**src/core/scg_pkg.sv**
```systemverilog
// Package with constants, enumerations and register map of the system clock generator.
package scg_pkg;

  // Oscillator source chosen by the flash configuration.
  typedef enum logic [2:0] {
    SCG_SRC_XTAL_LOW,
    SCG_SRC_XTAL_MED,
    SCG_SRC_XTAL_HIGH,
    SCG_SRC_RC,
    SCG_SRC_WDT,
    SCG_SRC_EXT
  } scg_src_e;

  // Wake-up sequence states.
  typedef enum logic [1:0] {
    SCG_WAKE_OSC,
    SCG_WAKE_DELAY,
    SCG_RUN
  } scg_wake_e;

  // Source frequency limits and nominal values in Hz.
  localparam int unsigned XTAL_LOW_MIN_HZ  = 20000;
  localparam int unsigned XTAL_LOW_MAX_HZ  = 100000;
  localparam int unsigned XTAL_MED_MAX_HZ  = 4000000;
  localparam int unsigned XTAL_HIGH_MAX_HZ = 18000000;
  localparam int unsigned EXT_MAX_HZ       = 18000000;
  localparam int unsigned RC_NOMINAL_HZ    = 7373000;
  localparam int unsigned WDT_NOMINAL_HZ   = 400000;

  // Wake-up timing.
  localparam int unsigned WAKE_XTAL_CYC   = 992;
  localparam int unsigned WAKE_OTHER_CYC  = 224;
  localparam int unsigned WAKE_DELAY_NS   = 60000;
  localparam int unsigned CLK_PERIOD_NS   = 50;
  localparam int unsigned WAKE_DELAY_CYC  = (WAKE_DELAY_NS + CLK_PERIOD_NS - 1) / CLK_PERIOD_NS;

  // Register indices; byte address is four times the index.
  localparam logic [11:0] IDX_DIVIDE = 12'h095;
  localparam logic [11:0] IDX_TRIM   = 12'h096;
  localparam logic [11:0] IDX_STATUS = 12'h097;
  localparam logic [11:0] ADDR_DIVIDE = 12'h254;
  localparam logic [11:0] ADDR_TRIM   = 12'h258;
  localparam logic [11:0] ADDR_STATUS = 12'h25c;

  // Tuning register layout.
  localparam int unsigned TRIM_RC_BIT    = 7;
  localparam int unsigned TRIM_CLKEN_BIT = 6;
  localparam int unsigned TRIM_TUNE_MSB  = 5;
  localparam logic [7:0]  TRIM_FACTORY   = 8'h20;

  // Status register layout.
  localparam int unsigned STAT_RUN_BIT   = 0;
  localparam int unsigned STAT_CLKO_BIT  = 1;
  localparam int unsigned STAT_SRC_LSB   = 4;

  localparam logic [7:0]  DIVIDE_RESET   = 8'h00;

endpackage : scg_pkg

```
**src/core/scg_sync.sv**
```systemverilog
// Two-flop synchroniser for asynchronous pin levels.
`timescale 1ns/10ps
module scg_sync #(
  parameter int unsigned WIDTH = 1
) (
  input  wire logic             clk,
  input  wire logic             rst_n,
  input  wire logic [WIDTH-1:0] asyncIn,
  output logic      [WIDTH-1:0] syncOut
);

  logic [WIDTH-1:0] stage1_ff;

  // Each bit gets its own pair of flops; only the second stage is visible.
  for (genvar i = 0; i < WIDTH; i++) begin : g_bit
    always_ff @(posedge clk or negedge rst_n) begin
      if (!rst_n) begin
        stage1_ff[i] <= 1'b0;
        syncOut[i]   <= 1'b0;
      end else begin
        stage1_ff[i] <= asyncIn[i];
        syncOut[i]   <= stage1_ff[i];
      end
    end
  end

endmodule : scg_sync

```
**src/core/scg_divider.sv**
```systemverilog
// Tick divider that forms cpu clock ticks from oscillator ticks.
`timescale 1ns/10ps
module scg_divider #(
  parameter int unsigned DIV_W = 8
) (
  input  wire logic             clk,
  input  wire logic             rst_n,
  input  wire logic             clear,
  input  wire logic             inTick,
  input  wire logic [DIV_W-1:0] divValue,
  output logic                  outTick
);

  logic [DIV_W:0] cnt_ff;
  logic [DIV_W:0] period;

  // A value of zero passes every tick; otherwise the period is twice the value.
  assign period = (divValue == '0) ? (DIV_W+1)'(1) : {divValue, 1'b0};

  // Compare with >= so a new value written mid-count never stalls the divider.
  always_ff @(posedge clk or negedge rst_n) begin
    if (!rst_n) begin
      cnt_ff  <= '0;
      outTick <= 1'b0;
    end else if (clear) begin
      cnt_ff  <= '0;
      outTick <= 1'b0;
    end else if (inTick) begin
      if (cnt_ff + (DIV_W+1)'(1) >= period) begin
        cnt_ff  <= '0;
        outTick <= 1'b1;
      end else begin
        cnt_ff  <= cnt_ff + (DIV_W+1)'(1);
        outTick <= 1'b0;
      end
    end else begin
      outTick <= 1'b0;
    end
  end

endmodule : scg_divider

```
**src/core/scg_clock_gen.sv**
```systemverilog
// System clock generator: source select, divider, wake-up timer, clock output, APB registers.
//
// The implementer's own choice: the APB interface to the registers.
`timescale 1ns/10ps

// Summary of operation
// - Peripheral tick comes once per two cpu clock ticks.
// - A machine cycle spans exactly two cpu clock ticks.
// - Oscillator clock is chosen from four sources by flash configuration.
// - Crystal offers low, medium and high frequency ranges.
// - Clock output only when crystal unused and real-time clock not on crystal.
// - Clock output driven only while the output enable bit is set.
// - Clock output toggles on each cpu clock tick, so it runs at half the cpu clock rate.
// - Six-bit tuning field adjusts the RC oscillator and is software writable.
// - Only power-on reset loads the tuning register with the factory value.
// - RC oscillator runs at nominal 7.373 MHz with factory tuning.
// - Watchdog oscillator, nominal 400 kHz, is selectable as source.
// - External clock input accepted from 0 Hz up to 18 MHz; sampled at 20 MHz, the code takes its edges only below 10 MHz.
// - Crystal source holds cpu clock 992 oscillator cycles plus 60 to 100 us.
// - Other sources hold cpu clock 224 oscillator cycles plus the same delay.
// - Cpu clock is the divider output fed by the oscillator clock.
// - Divide value divides up to 510 and may change at any time.
module scg_clock_gen
  import scg_pkg::*;
#(
  parameter logic [7:0] FACTORY_TRIM = scg_pkg::TRIM_FACTORY
) (
  input  wire logic             clk,
  input  wire logic             rst_n,
  input  wire logic             otherRst_n,
  input  wire logic             wakeReq,
  input  wire scg_pkg::scg_src_e srcSel,
  input  wire logic             rtcOnXtal,
  input  wire logic             wdtOscIn,
  input  wire logic             rcOscIn,
  input  wire logic             xtalIn,
  input  wire logic             extClkIn,
  input  wire logic             psel,
  input  wire logic             penable,
  input  wire logic             pwrite,
  input  wire logic [11:0]      paddr,
  input  wire logic [31:0]      pwdata,
  output logic      [31:0]      prdata,
  output logic                  pready,
  output logic                  pslverr,
  output logic                  cpuClkTick_ff,
  output logic                  periphTick_ff,
  output logic                  machCycTick_ff,
  output logic                  clkOutPin_ff,
  output logic                  clkOutPinOe_ff,
  output logic      [5:0]       rcTune_ff
);
  import scg_pkg::*;

  logic [3:0]  oscSync;
  logic [3:0]  oscDly_ff;
  logic [3:0]  oscRise;
  logic        otherRstSync_n;
  logic        oscTick;
  logic        srcIsXtal;
  logic        divPulse;
  logic        cpuTick;
  logic        clkOutAllowed;
  logic        phase_ff;
  logic [7:0]  trimReg_ff;
  logic [7:0]  divideReg_ff;
  scg_wake_e   wakeState_ff;
  logic [9:0]  oscCnt_ff;
  logic [10:0] delayCnt_ff;
  logic [9:0]  wakeTarget;
  logic        setupPhase;
  logic        accessDone;
  logic        addrHit;
  logic        wrTrim;
  logic        wrDivide;
  logic        wakeRestart;

  // Pin-side oscillators are asynchronous to clk and pass two flops first.
  scg_sync #(
    .WIDTH (5)
  ) u_sync (
    .clk     (clk),
    .rst_n   (rst_n),
    .asyncIn ({otherRst_n, extClkIn, xtalIn, rcOscIn, wdtOscIn}),
    .syncOut ({otherRstSync_n, oscSync})
  );

  // Edge detect runs on the synchronised copy only.
  always_ff @(posedge clk or negedge rst_n) begin
    if (!rst_n) begin
      oscDly_ff <= '0;
    end else begin
      oscDly_ff <= oscSync;
    end
  end

  assign oscRise = oscSync & ~oscDly_ff;

  // source select
  // Sampling at 20 MHz limits usable source rates below half the clk rate.
  always_comb begin
    oscTick   = 1'b0;
    srcIsXtal = 1'b0;
    unique case (srcSel)
      SCG_SRC_XTAL_LOW, SCG_SRC_XTAL_MED, SCG_SRC_XTAL_HIGH: begin
        oscTick   = oscRise[2];
        srcIsXtal = 1'b1;
      end
      SCG_SRC_RC: begin
        oscTick = oscRise[1];
      end
      SCG_SRC_WDT: begin
        oscTick = oscRise[0];
      end
      SCG_SRC_EXT: begin
        oscTick = oscRise[3];
      end
      default: begin
        oscTick = 1'b0;
      end
    endcase
  end

  // crystal or other wake count
  // Crystals get the longer count because they take far longer to settle.
  assign wakeTarget = srcIsXtal ? 10'(WAKE_XTAL_CYC) : 10'(WAKE_OTHER_CYC);

  assign wakeRestart = !otherRstSync_n || wakeReq;

  // Wake-up sequence: count oscillator ticks, then the fixed delay, then run.
  always_ff @(posedge clk or negedge rst_n) begin
    if (!rst_n) begin
      wakeState_ff <= SCG_WAKE_OSC;
      oscCnt_ff    <= '0;
      delayCnt_ff  <= '0;
    end else if (wakeRestart) begin
      wakeState_ff <= SCG_WAKE_OSC;
      oscCnt_ff    <= '0;
      delayCnt_ff  <= '0;
    end else begin
      unique case (wakeState_ff)
        SCG_WAKE_OSC: begin
          if (oscTick) begin
            if (oscCnt_ff == wakeTarget - 10'd1) begin
              wakeState_ff <= SCG_WAKE_DELAY;
              oscCnt_ff    <= '0;
            end else begin
              oscCnt_ff <= oscCnt_ff + 10'd1;
            end
          end
        end
        SCG_WAKE_DELAY: begin
          if (delayCnt_ff == 11'(WAKE_DELAY_CYC - 1)) begin
            wakeState_ff <= SCG_RUN;
            delayCnt_ff  <= '0;
          end else begin
            delayCnt_ff <= delayCnt_ff + 11'd1;
          end
        end
        SCG_RUN: begin
          wakeState_ff <= SCG_RUN;
        end
        // An unused state code falls back to counting, so a stray upset restarts wake-up.
        default: begin
          wakeState_ff <= SCG_WAKE_OSC;
        end
      endcase
    end
  end

  // divide value live
  // The divider clears with the other reset so a new run starts on a whole period.
  scg_divider #(
    .DIV_W (8)
  ) u_div (
    .clk      (clk),
    .rst_n    (rst_n),
    .clear    (!otherRstSync_n),
    .inTick   (oscTick),
    .divValue (divideReg_ff),
    .outTick  (divPulse)
  );

  // gate cpu clock
  // Gating a tick pulse synchronously leaves no runt at either end.
  assign cpuTick = divPulse && (wakeState_ff == SCG_RUN);

  always_ff @(posedge clk or negedge rst_n) begin
    if (!rst_n) begin
      phase_ff       <= 1'b0;
      cpuClkTick_ff  <= 1'b0;
      periphTick_ff  <= 1'b0;
      machCycTick_ff <= 1'b0;
    end else begin
      cpuClkTick_ff  <= cpuTick;
      periphTick_ff  <= cpuTick && phase_ff;
      machCycTick_ff <= cpuTick && phase_ff;
      if (!otherRstSync_n) begin
        phase_ff <= 1'b0;
      end else if (cpuTick) begin
        phase_ff <= !phase_ff;
      end
    end
  end

  assign clkOutAllowed = !srcIsXtal && !rtcOnXtal && trimReg_ff[TRIM_CLKEN_BIT];

  // half cpu rate
  // Output is parked low while disabled so re-enabling starts on a clean edge.
  always_ff @(posedge clk or negedge rst_n) begin
    if (!rst_n) begin
      clkOutPin_ff   <= 1'b0;
      clkOutPinOe_ff <= 1'b0;
    end else begin
      clkOutPinOe_ff <= clkOutAllowed;
      if (!clkOutAllowed) begin
        clkOutPin_ff <= 1'b0;
      end else if (cpuTick) begin
        clkOutPin_ff <= !clkOutPin_ff;
      end
    end
  end

  // APB decode: answer registered in setup, completing in the first access cycle.
  assign setupPhase = psel && !penable;
  assign accessDone = psel && penable && pready;
  assign addrHit    = (paddr == ADDR_TRIM) || (paddr == ADDR_DIVIDE) || (paddr == ADDR_STATUS);
  assign wrTrim     = accessDone && pwrite && (paddr == ADDR_TRIM);
  assign wrDivide   = accessDone && pwrite && (paddr == ADDR_DIVIDE);

  always_ff @(posedge clk or negedge rst_n) begin
    if (!rst_n) begin
      pready  <= 1'b0;
      pslverr <= 1'b0;
      prdata  <= '0;
    end else begin
      pready  <= setupPhase;
      pslverr <= setupPhase && !addrHit;
      prdata  <= '0;
      // Status is rebuilt at each setup so software never sees a stale copy.
      if (setupPhase && !pwrite) begin
        if (paddr == ADDR_TRIM) begin
          prdata <= {24'h000000, trimReg_ff};
        end else if (paddr == ADDR_DIVIDE) begin
          prdata <= {24'h000000, divideReg_ff};
        end else if (paddr == ADDR_STATUS) begin
          prdata[STAT_RUN_BIT]              <= (wakeState_ff == SCG_RUN);
          prdata[STAT_CLKO_BIT]             <= clkOutPinOe_ff;
          prdata[STAT_SRC_LSB +: 3]         <= srcSel;
        end
      end
    end
  end

  // tuning field
  // Only the power-on reset touches this; the other reset is deliberately ignored.
  always_ff @(posedge clk or negedge rst_n) begin
    if (!rst_n) begin
      trimReg_ff <= FACTORY_TRIM;
      rcTune_ff  <= FACTORY_TRIM[TRIM_TUNE_MSB:0];
    end else begin
      rcTune_ff <= trimReg_ff[TRIM_TUNE_MSB:0];
      if (wrTrim) begin
        trimReg_ff <= pwdata[7:0];
      end
    end
  end

  always_ff @(posedge clk or negedge rst_n) begin
    if (!rst_n) begin
      divideReg_ff <= DIVIDE_RESET;
    end else if (!otherRstSync_n) begin
      divideReg_ff <= DIVIDE_RESET;
    end else if (wrDivide) begin
      divideReg_ff <= pwdata[7:0];
    end
  end
endmodule : scg_clock_gen

```
**config.mk**
```make
export PLATFORM = sky130hd
export DESIGN_NAME = scg_clock_gen
export DESIGN_NICKNAME = d
export VERILOG_FILES = /design/src/core/scg_pkg.sv /design/src/core/scg_sync.sv /design/src/core/scg_divider.sv /design/src/core/scg_clock_gen.sv
export SDC_FILE = /design/constraint.sdc
export NUM_CORES = 1
export LEC_CHECK = 0
export BUFFER_PORTS_ARGS = -buffer_cell sky130_fd_sc_hd__buf_2
export CORE_MARGIN = 3
export CORE_UTILIZATION = 56
export CTS_BUF_LIST = sky130_fd_sc_hd__clkbuf_4
export DETAILED_ROUTE_END_ITERATION = 16
export PLACE_DENSITY = 0.94
export SLEW_MARGIN = 15
export SYNTH_ARGS = -nofsm -noshare
export SYNTH_HDL_FRONTEND = slang
export SYNTH_SLANG_ARGS = --single-unit
```
**constraint.sdc**
```tcl
create_clock -name clk -period 3.3 [get_ports clk]
set_input_delay 0.33 -clock clk [delete_from_list [all_inputs] [get_ports clk]]
set_output_delay 0.33 -clock clk [all_outputs]
set_load 0.005 [all_outputs]
```
**Word-level counts from Yosys, hierarchy flattened**

Index checks and enable logic that the tools add are counted.

- Reductions and logical operators: 32
- Divide/modulo/power cells: 0
- $lt $le $gt $ge: 1
- Multiplexer cells: 36
- Bitwise gates (word level): 2
- Shifts and indexed selects: 0
- Multiply operators: 0
- $add $sub $neg: 4
- Equality and inequality tests: 19

Operators by type and width:

| kind | number |
|---|---|
| $mux 10 | 5 |
| $eq 12x10->1 const B | 3 |
| $mux 9 | 4 |
| $mux 11 | 3 |
| $mux 8 | 4 |
| $mux 2 | 7 |
| $logic_and 1x1->1 | 12 |
| $add 11x1->11 const B | 1 |
| $eq 11x11->1 const B | 1 |
| $add 10x1->10 const B | 1 |
| $eq 10x10->1 | 1 |
| $sub 10x1->10 const B | 1 |
| $add 9x1->9 const B | 1 |
| $ge 9x9->1 | 1 |
| $mux 1 | 9 |
| $ne 3x3->1 const B | 3 |
| $logic_not 1->1 | 8 |
| $logic_not 8->1 | 1 |
| $ne 2x2->1 const B | 4 |
| $eq 3x2->1 const B | 2 |
| $eq 3x3->1 const B | 2 |
| $mux 3 | 2 |
| $pmux 2 s3 | 1 |
| $reduce_bool 2->1 | 3 |
| 12 further kinds | 14 |

- Memories kept: 0
- Bits in read-only memories: 0
- Bits in latches: 0
- Register bits after elaboration: 108
- Bits in writable memories: 0
- Input bits: 59

**Depth between registers and ports, before layout**

- Word-level depth: 10
- Gate-level depth with buffers: 11
- Gate-level depth less buffers: 10

**By module**

A second synthesis with hierarchy kept.

- Cell total of the unflattened synthesis: 401
- Area, all modules: 4227.8 µm²

Modules (own cells, without submodules):

| module | area an instance (µm²) | cells an instance | instances |
|---|---|---|---|
| scg_clock_gen | 3106.7 | 296 | 1 |
| scg_divider | 870.8 | 95 | 1 |
| scg_sync | 250.2 | 10 | 1 |

**Worst setup path before layout**

Ideal clock, no wire load.

- Path kind: register to register
- Start: reg u_div.cnt_ff[0]
- End: reg u_div.cnt_ff[2]
- Arrival: 2.403 ns
- Cell stages (with the launch flop): 12
- Setup time: 0.083 ns
- Slack: 0.814 ns
- Path through: dfrtp_1 -> ha_1 -> nand2_1 -> nor3_1 -> xor2_1 -> ha_1 -> nand2_1 -> nor2_1 -> a211oi_1 -> clkbuf_1 -> nand4_1 -> a31oi_1

- Word-level cells in the longest chain between the ends: 5

Ends and longest elaborated chain:

| item | RTL line | RTL |
|---|---|---|
| from (decl) | scg_divider.sv:14 | `logic [DIV_W:0] cnt_ff;` |
| from (signal assigned) | scg_divider.sv:33 | `cnt_ff <= cnt_ff + (DIV_W+1)'(1);` |
| $add 9x1->9 * | scg_divider.sv:29, scg_divider.sv:33 |  |
| $ge 9x9->1 | scg_divider.sv:29 | `if (cnt_ff + (DIV_W+1)'(1) >= period) begin` |
| $mux 9 * | scg_divider.sv:29 |  |
| $mux 9 * | scg_divider.sv:28 | `end else if (inTick) begin` |
| $mux 9 * | scg_divider.sv:25 | `end else if (clear) begin` |

Every way passes the cells marked *; elsewhere a longest branch is shown, timed or not. The select of a mux whose other input is x is not followed.
A chain may end at the register's enable or synchronous reset.

**Worst setup path after layout**

- Start: reg u_div.cnt_ff[0]
- End: reg u_div.cnt_ff[6]

The elaborated chain is that of the path after synthesis.

==> impl_metrics.yaml <==
place:
  placement.cell_area_mm2: 0.00459
  dp_hpwl_um: 6360
  routability_cong: 0.875
  place.port_buffers: 55
final_layout:
  layout-area-overhead-vs-synth_pct: 12.0
  multi_input_comb_area_mm2: 0.00199
  antenna_cells: 0
  final_area_mm2: 0.00485
  area.sequential_mm2: 0.00210
  layout.filler_cells: 550
  share_of_cells_above_drive_strength_1: 0.212
  layout.nets: 552
drt:
  drt_iter0_markers: 359
  route.antenna.remaining_nets: 0
  route.final.wire_length_um: 8690
  wire_per_inst_um: 15.0
  detailedRoute.firstPassIterationCount: 5
  remaining_design_rule_violation_count: 0
  drt-vias-per-instance: 5.81
  vias: 3375
grt:
  gr-max-usage-layer: "met2"
  globalRoute.totalOverflow: 0
  gr-usage-all-layers: 0.212
  first_pass_grt_wire_length_um: 14800
  grt_start_max_net_pins: 85
  grt_util_met1: 0.251
  met3_track_usage_gr: 0.0353
  antenna_found_initial: 0
  grt.met2_usage: 0.377
  first_global_vias: 3269
synthesis:
  ys.flop_type: "sky130_fd_sc_hd__dfrtp_1"
  seq_area_frac_synth: 0.486
  synthesis.yosys.warnings: 0
  syn-mean-instance-area_um2: 10.3
  synth_top_cells_by_area: "sky130_fd_sc_hd__dfrtp_1 47%, sky130_fd_sc_hd__ha_1 4.6%, sky130_fd_sc_hd__buf_4 4.5%"
  netlist_area_mm2: 0.00433
  share_of_flip_flops_with_an_asynchronous_set_or_reset: 1.00
  synthDominantAreaCellType: "sky130_fd_sc_hd__dfrtp_1"
  synth_enable_flop_cells: 0
  post_synth_num_cell_types: 60
  synth_largest_type_area_fraction: 0.474
  postSynthCellCount: 419
  post_synth_most_frequent_cells: "82 x sky130_fd_sc_hd__dfrtp_1, 36 x sky130_fd_sc_hd__nand2_1, 29 x sky130_fd_sc_hd__nor2_1"
  synthMostInstantiatedCell: "sky130_fd_sc_hd__dfrtp_1"
  ys_ff_latch: 84
floorplan:
  io_pins: 104
  die_height_um: 93.9
  die_w_um: 93.9
  floorplan.initialDensity: 0.587
  die-area_mm2: 0.00882
  design.core.area_mm2: 0.00737
  std_cell_rows: 31
worst_setup_path:
  timing.setup.critical_path_class: "reg2reg"
  path_depth_of_the_worst_reg2reg_path: 11
  worstPathMaxFanout: 13
  timing.critical_path.max_delay_family: "simple AND/OR/NAND/NOR gates"
  capturing_point_of_the_worst_reg2reg_path: "u_div.cnt_ff[6]$_DFFE_PN0P_"
  crit_path_dat_ns: 3.02
  cp.buffers_inverters: 1
  r2r-start: "u_div.cnt_ff[0]$_DFFE_PN0P_"
  worstSetupEndpointType: "flop"
  timing.critical_path.slowest_cell_delay_ns: 0.47
  cp_cell_sequence: "ha_1, nand2_1, nor3_1, xor2_1, ha_1, nand2_1, nor2_1, a211oi_1, buf_4, nand4b_1, a31oi_1"
  r2r_setup_slack_ns: 0.63
  critical_path.slowest_cell: "sky130_fd_sc_hd__dfrtp_1"
  cp.required_ns: 3.65
  startpoint_type: "flop"
sta:
  tightestPinTransition_ns: 1.01
  setup_viol_count_final: 0
  slew_violations: 0
  max_freq_ghz: 0.374
  setup_total_negative_slack_ns: 0
  fin_crit_ns: 2.67
  timing.final.crit_share: 0.810
  grt_setup_unrepaired: "no"
  final_hold_viol_count: 0
  worst_clock_skew_ns: 0.0158
  worst_slew_margin_rel: 0.327
cts:
  max-clock-path-buffers: 2
  cts.reportedPaths.clkPinSlew_ns: 0.13
  clk-insertion-delay-late_ns: 0.44
  tritoncts: "built"
  tritoncts_num_sinks: 84
  cts-buffers-inserted: 9
  cts_root_buf: "sky130_fd_sc_hd__clkbuf_4"
  hold_buffers: 5
  ctsHtreeMaxLevel: 3
  post-cts-setup-buffer-count: 0
  cts_repair_resize_count: 0
power:
  p_per_area_mw_per_mm2: 407
  p_leak_nw: 2.24
  irDropWorstVdd_mv: 0.240
run_status:
  status: "complete, no violations"
min_path:
  min-delay-path-class: "in2async"
job:
  drv.max_cap_violation_count: 0
## sequential cells by signal, summed over array words and instances, names as in the netlist, 6 cells and up
signal        flops
delayCnt_ff      11
oscCnt_ff        10
u_div.cnt_ff      9
divideReg_ff      8
prdata            8
trimReg_ff        8
rcTune_ff         6
## through the flow
step	cells	power, mW	utilization	hold WS, ns	setup WS (ns)
2_1_floorplan	442	1.15	-	0.0344	0.814
3_3_place_gp	560	1.17	0.623	0.335	0.855
3_5_place_dp	560	1.18	0.623	0.335	0.715
4_1_cts	581	1.98	0.658	0.0397	0.670
5_1_grt	581	2.05	0.658	0.0445	0.422
6_report	581	1.97	0.658	0.0414	0.627
## cells in the final DEF, fill, tap and decap left out, types with 8 or more instances in the layout
cell	Yosys	final
sky130_fd_sc_hd__a21oi_1	16	16
sky130_fd_sc_hd__a22oi_1	8	8
sky130_fd_sc_hd__buf_2	3	54
sky130_fd_sc_hd__clkbuf_4	0	9
sky130_fd_sc_hd__conb_1	1	24
sky130_fd_sc_hd__dfrtp_1	82	82
sky130_fd_sc_hd__ha_1	16	16
sky130_fd_sc_hd__inv_1	18	18
sky130_fd_sc_hd__mux2_2	9	9
sky130_fd_sc_hd__mux2i_1	9	9
sky130_fd_sc_hd__nand2_1	36	36
sky130_fd_sc_hd__nand2b_1	8	8
sky130_fd_sc_hd__nand3_1	16	16
sky130_fd_sc_hd__nand4_1	14	14
sky130_fd_sc_hd__nor2_1	29	29
sky130_fd_sc_hd__o21ai_0	18	18
## logic make-up (layout without fill, tap and decap cells)
group | Yosys count | in the layout | share of synthesized area
buffers and inverters | 58 | 98 | 0.0755
muxes | 18 | 18 | 0.0442
other | 1 | 24 | 0.000866
and+or+nand+nor | 151 | 151 | 0.187
xor gates and xnor gates | 12 | 12 | 0.0243
DFF | 84 | 84 | 0.486
adders and majority gates | 16 | 16 | 0.0463
AOI/OAI and AO/OA | 79 | 79 | 0.135
## metal layers
| metal | vias to the layer above | wire [um] | part of all wire |
|---|---|---|---|
| li1 | 1560 | - | - |
| met1 | 1638 | 3440 | 0.40 |
| met2 | 154 | 4430 | 0.51 |
| met3 | 23 | 608 | 0.070 |
| met4 | 0 | 206 | 0.024 |
| met5 | - | 0 | 0 |
## power by group
part,internal [mW],leakage (nW),switching (mW)
registers,1.04,1.13,0.00513
logic,0.0382,1.00,0.0802
clock network,0.458,0.110,0.351
## final cells by class
type,count,share of cell area
clock inverter,7,0.0287
sequential,84,0.434
timing repair buffer,63,0.0723
tap,99,0.0256
multi-input combinational,300,0.411
inverter,19,0.0147
clock buffer,9,0.0139
## worst reg2reg max path, cell delays in order, from the launching register on
cell and delay [ns]:
sky130_fd_sc_hd__dfrtp_1 0.47, sky130_fd_sc_hd__ha_1 0.27, sky130_fd_sc_hd__nand2_1 0.12, sky130_fd_sc_hd__nor3_1 0.25, sky130_fd_sc_hd__xor2_1 0.28, sky130_fd_sc_hd__ha_1 0.32
sky130_fd_sc_hd__nand2_1 0.07, sky130_fd_sc_hd__nor2_1 0.04, sky130_fd_sc_hd__a211oi_1 0.21, sky130_fd_sc_hd__buf_4 0.23, sky130_fd_sc_hd__nand4b_1 0.15, sky130_fd_sc_hd__a31oi_1 0.18
## how the worst max path moves through the flow
| stage | from | end | slack [ns] | cells past startpoint |
|---|---|---|---|---|
| 2_1_floorplan | u_div.cnt_ff[0]$_DFFE_PN0P_ | u_div.cnt_ff[2]$_DFFE_PN0P_ | 0.81 | 11 |
| 3_3_place_gp | u_div.cnt_ff[0]$_DFFE_PN0P_ | u_div.cnt_ff[6]$_DFFE_PN0P_ | 0.85 | 11 |
| 3_5_place_dp | u_div.cnt_ff[0]$_DFFE_PN0P_ | u_div.cnt_ff[6]$_DFFE_PN0P_ | 0.71 | 11 |
| 4_1_cts | u_div.cnt_ff[0]$_DFFE_PN0P_ | u_div.cnt_ff[6]$_DFFE_PN0P_ | 0.67 | 11 |
| 5_1_grt | u_div.cnt_ff[0]$_DFFE_PN0P_ | u_div.cnt_ff[4]$_DFFE_PN0P_ | 0.42 | 11 |
| 6_report | u_div.cnt_ff[0]$_DFFE_PN0P_ | u_div.cnt_ff[6]$_DFFE_PN0P_ | 0.63 | 11 |
Note: power is estimated with default switching activity, not from simulation.
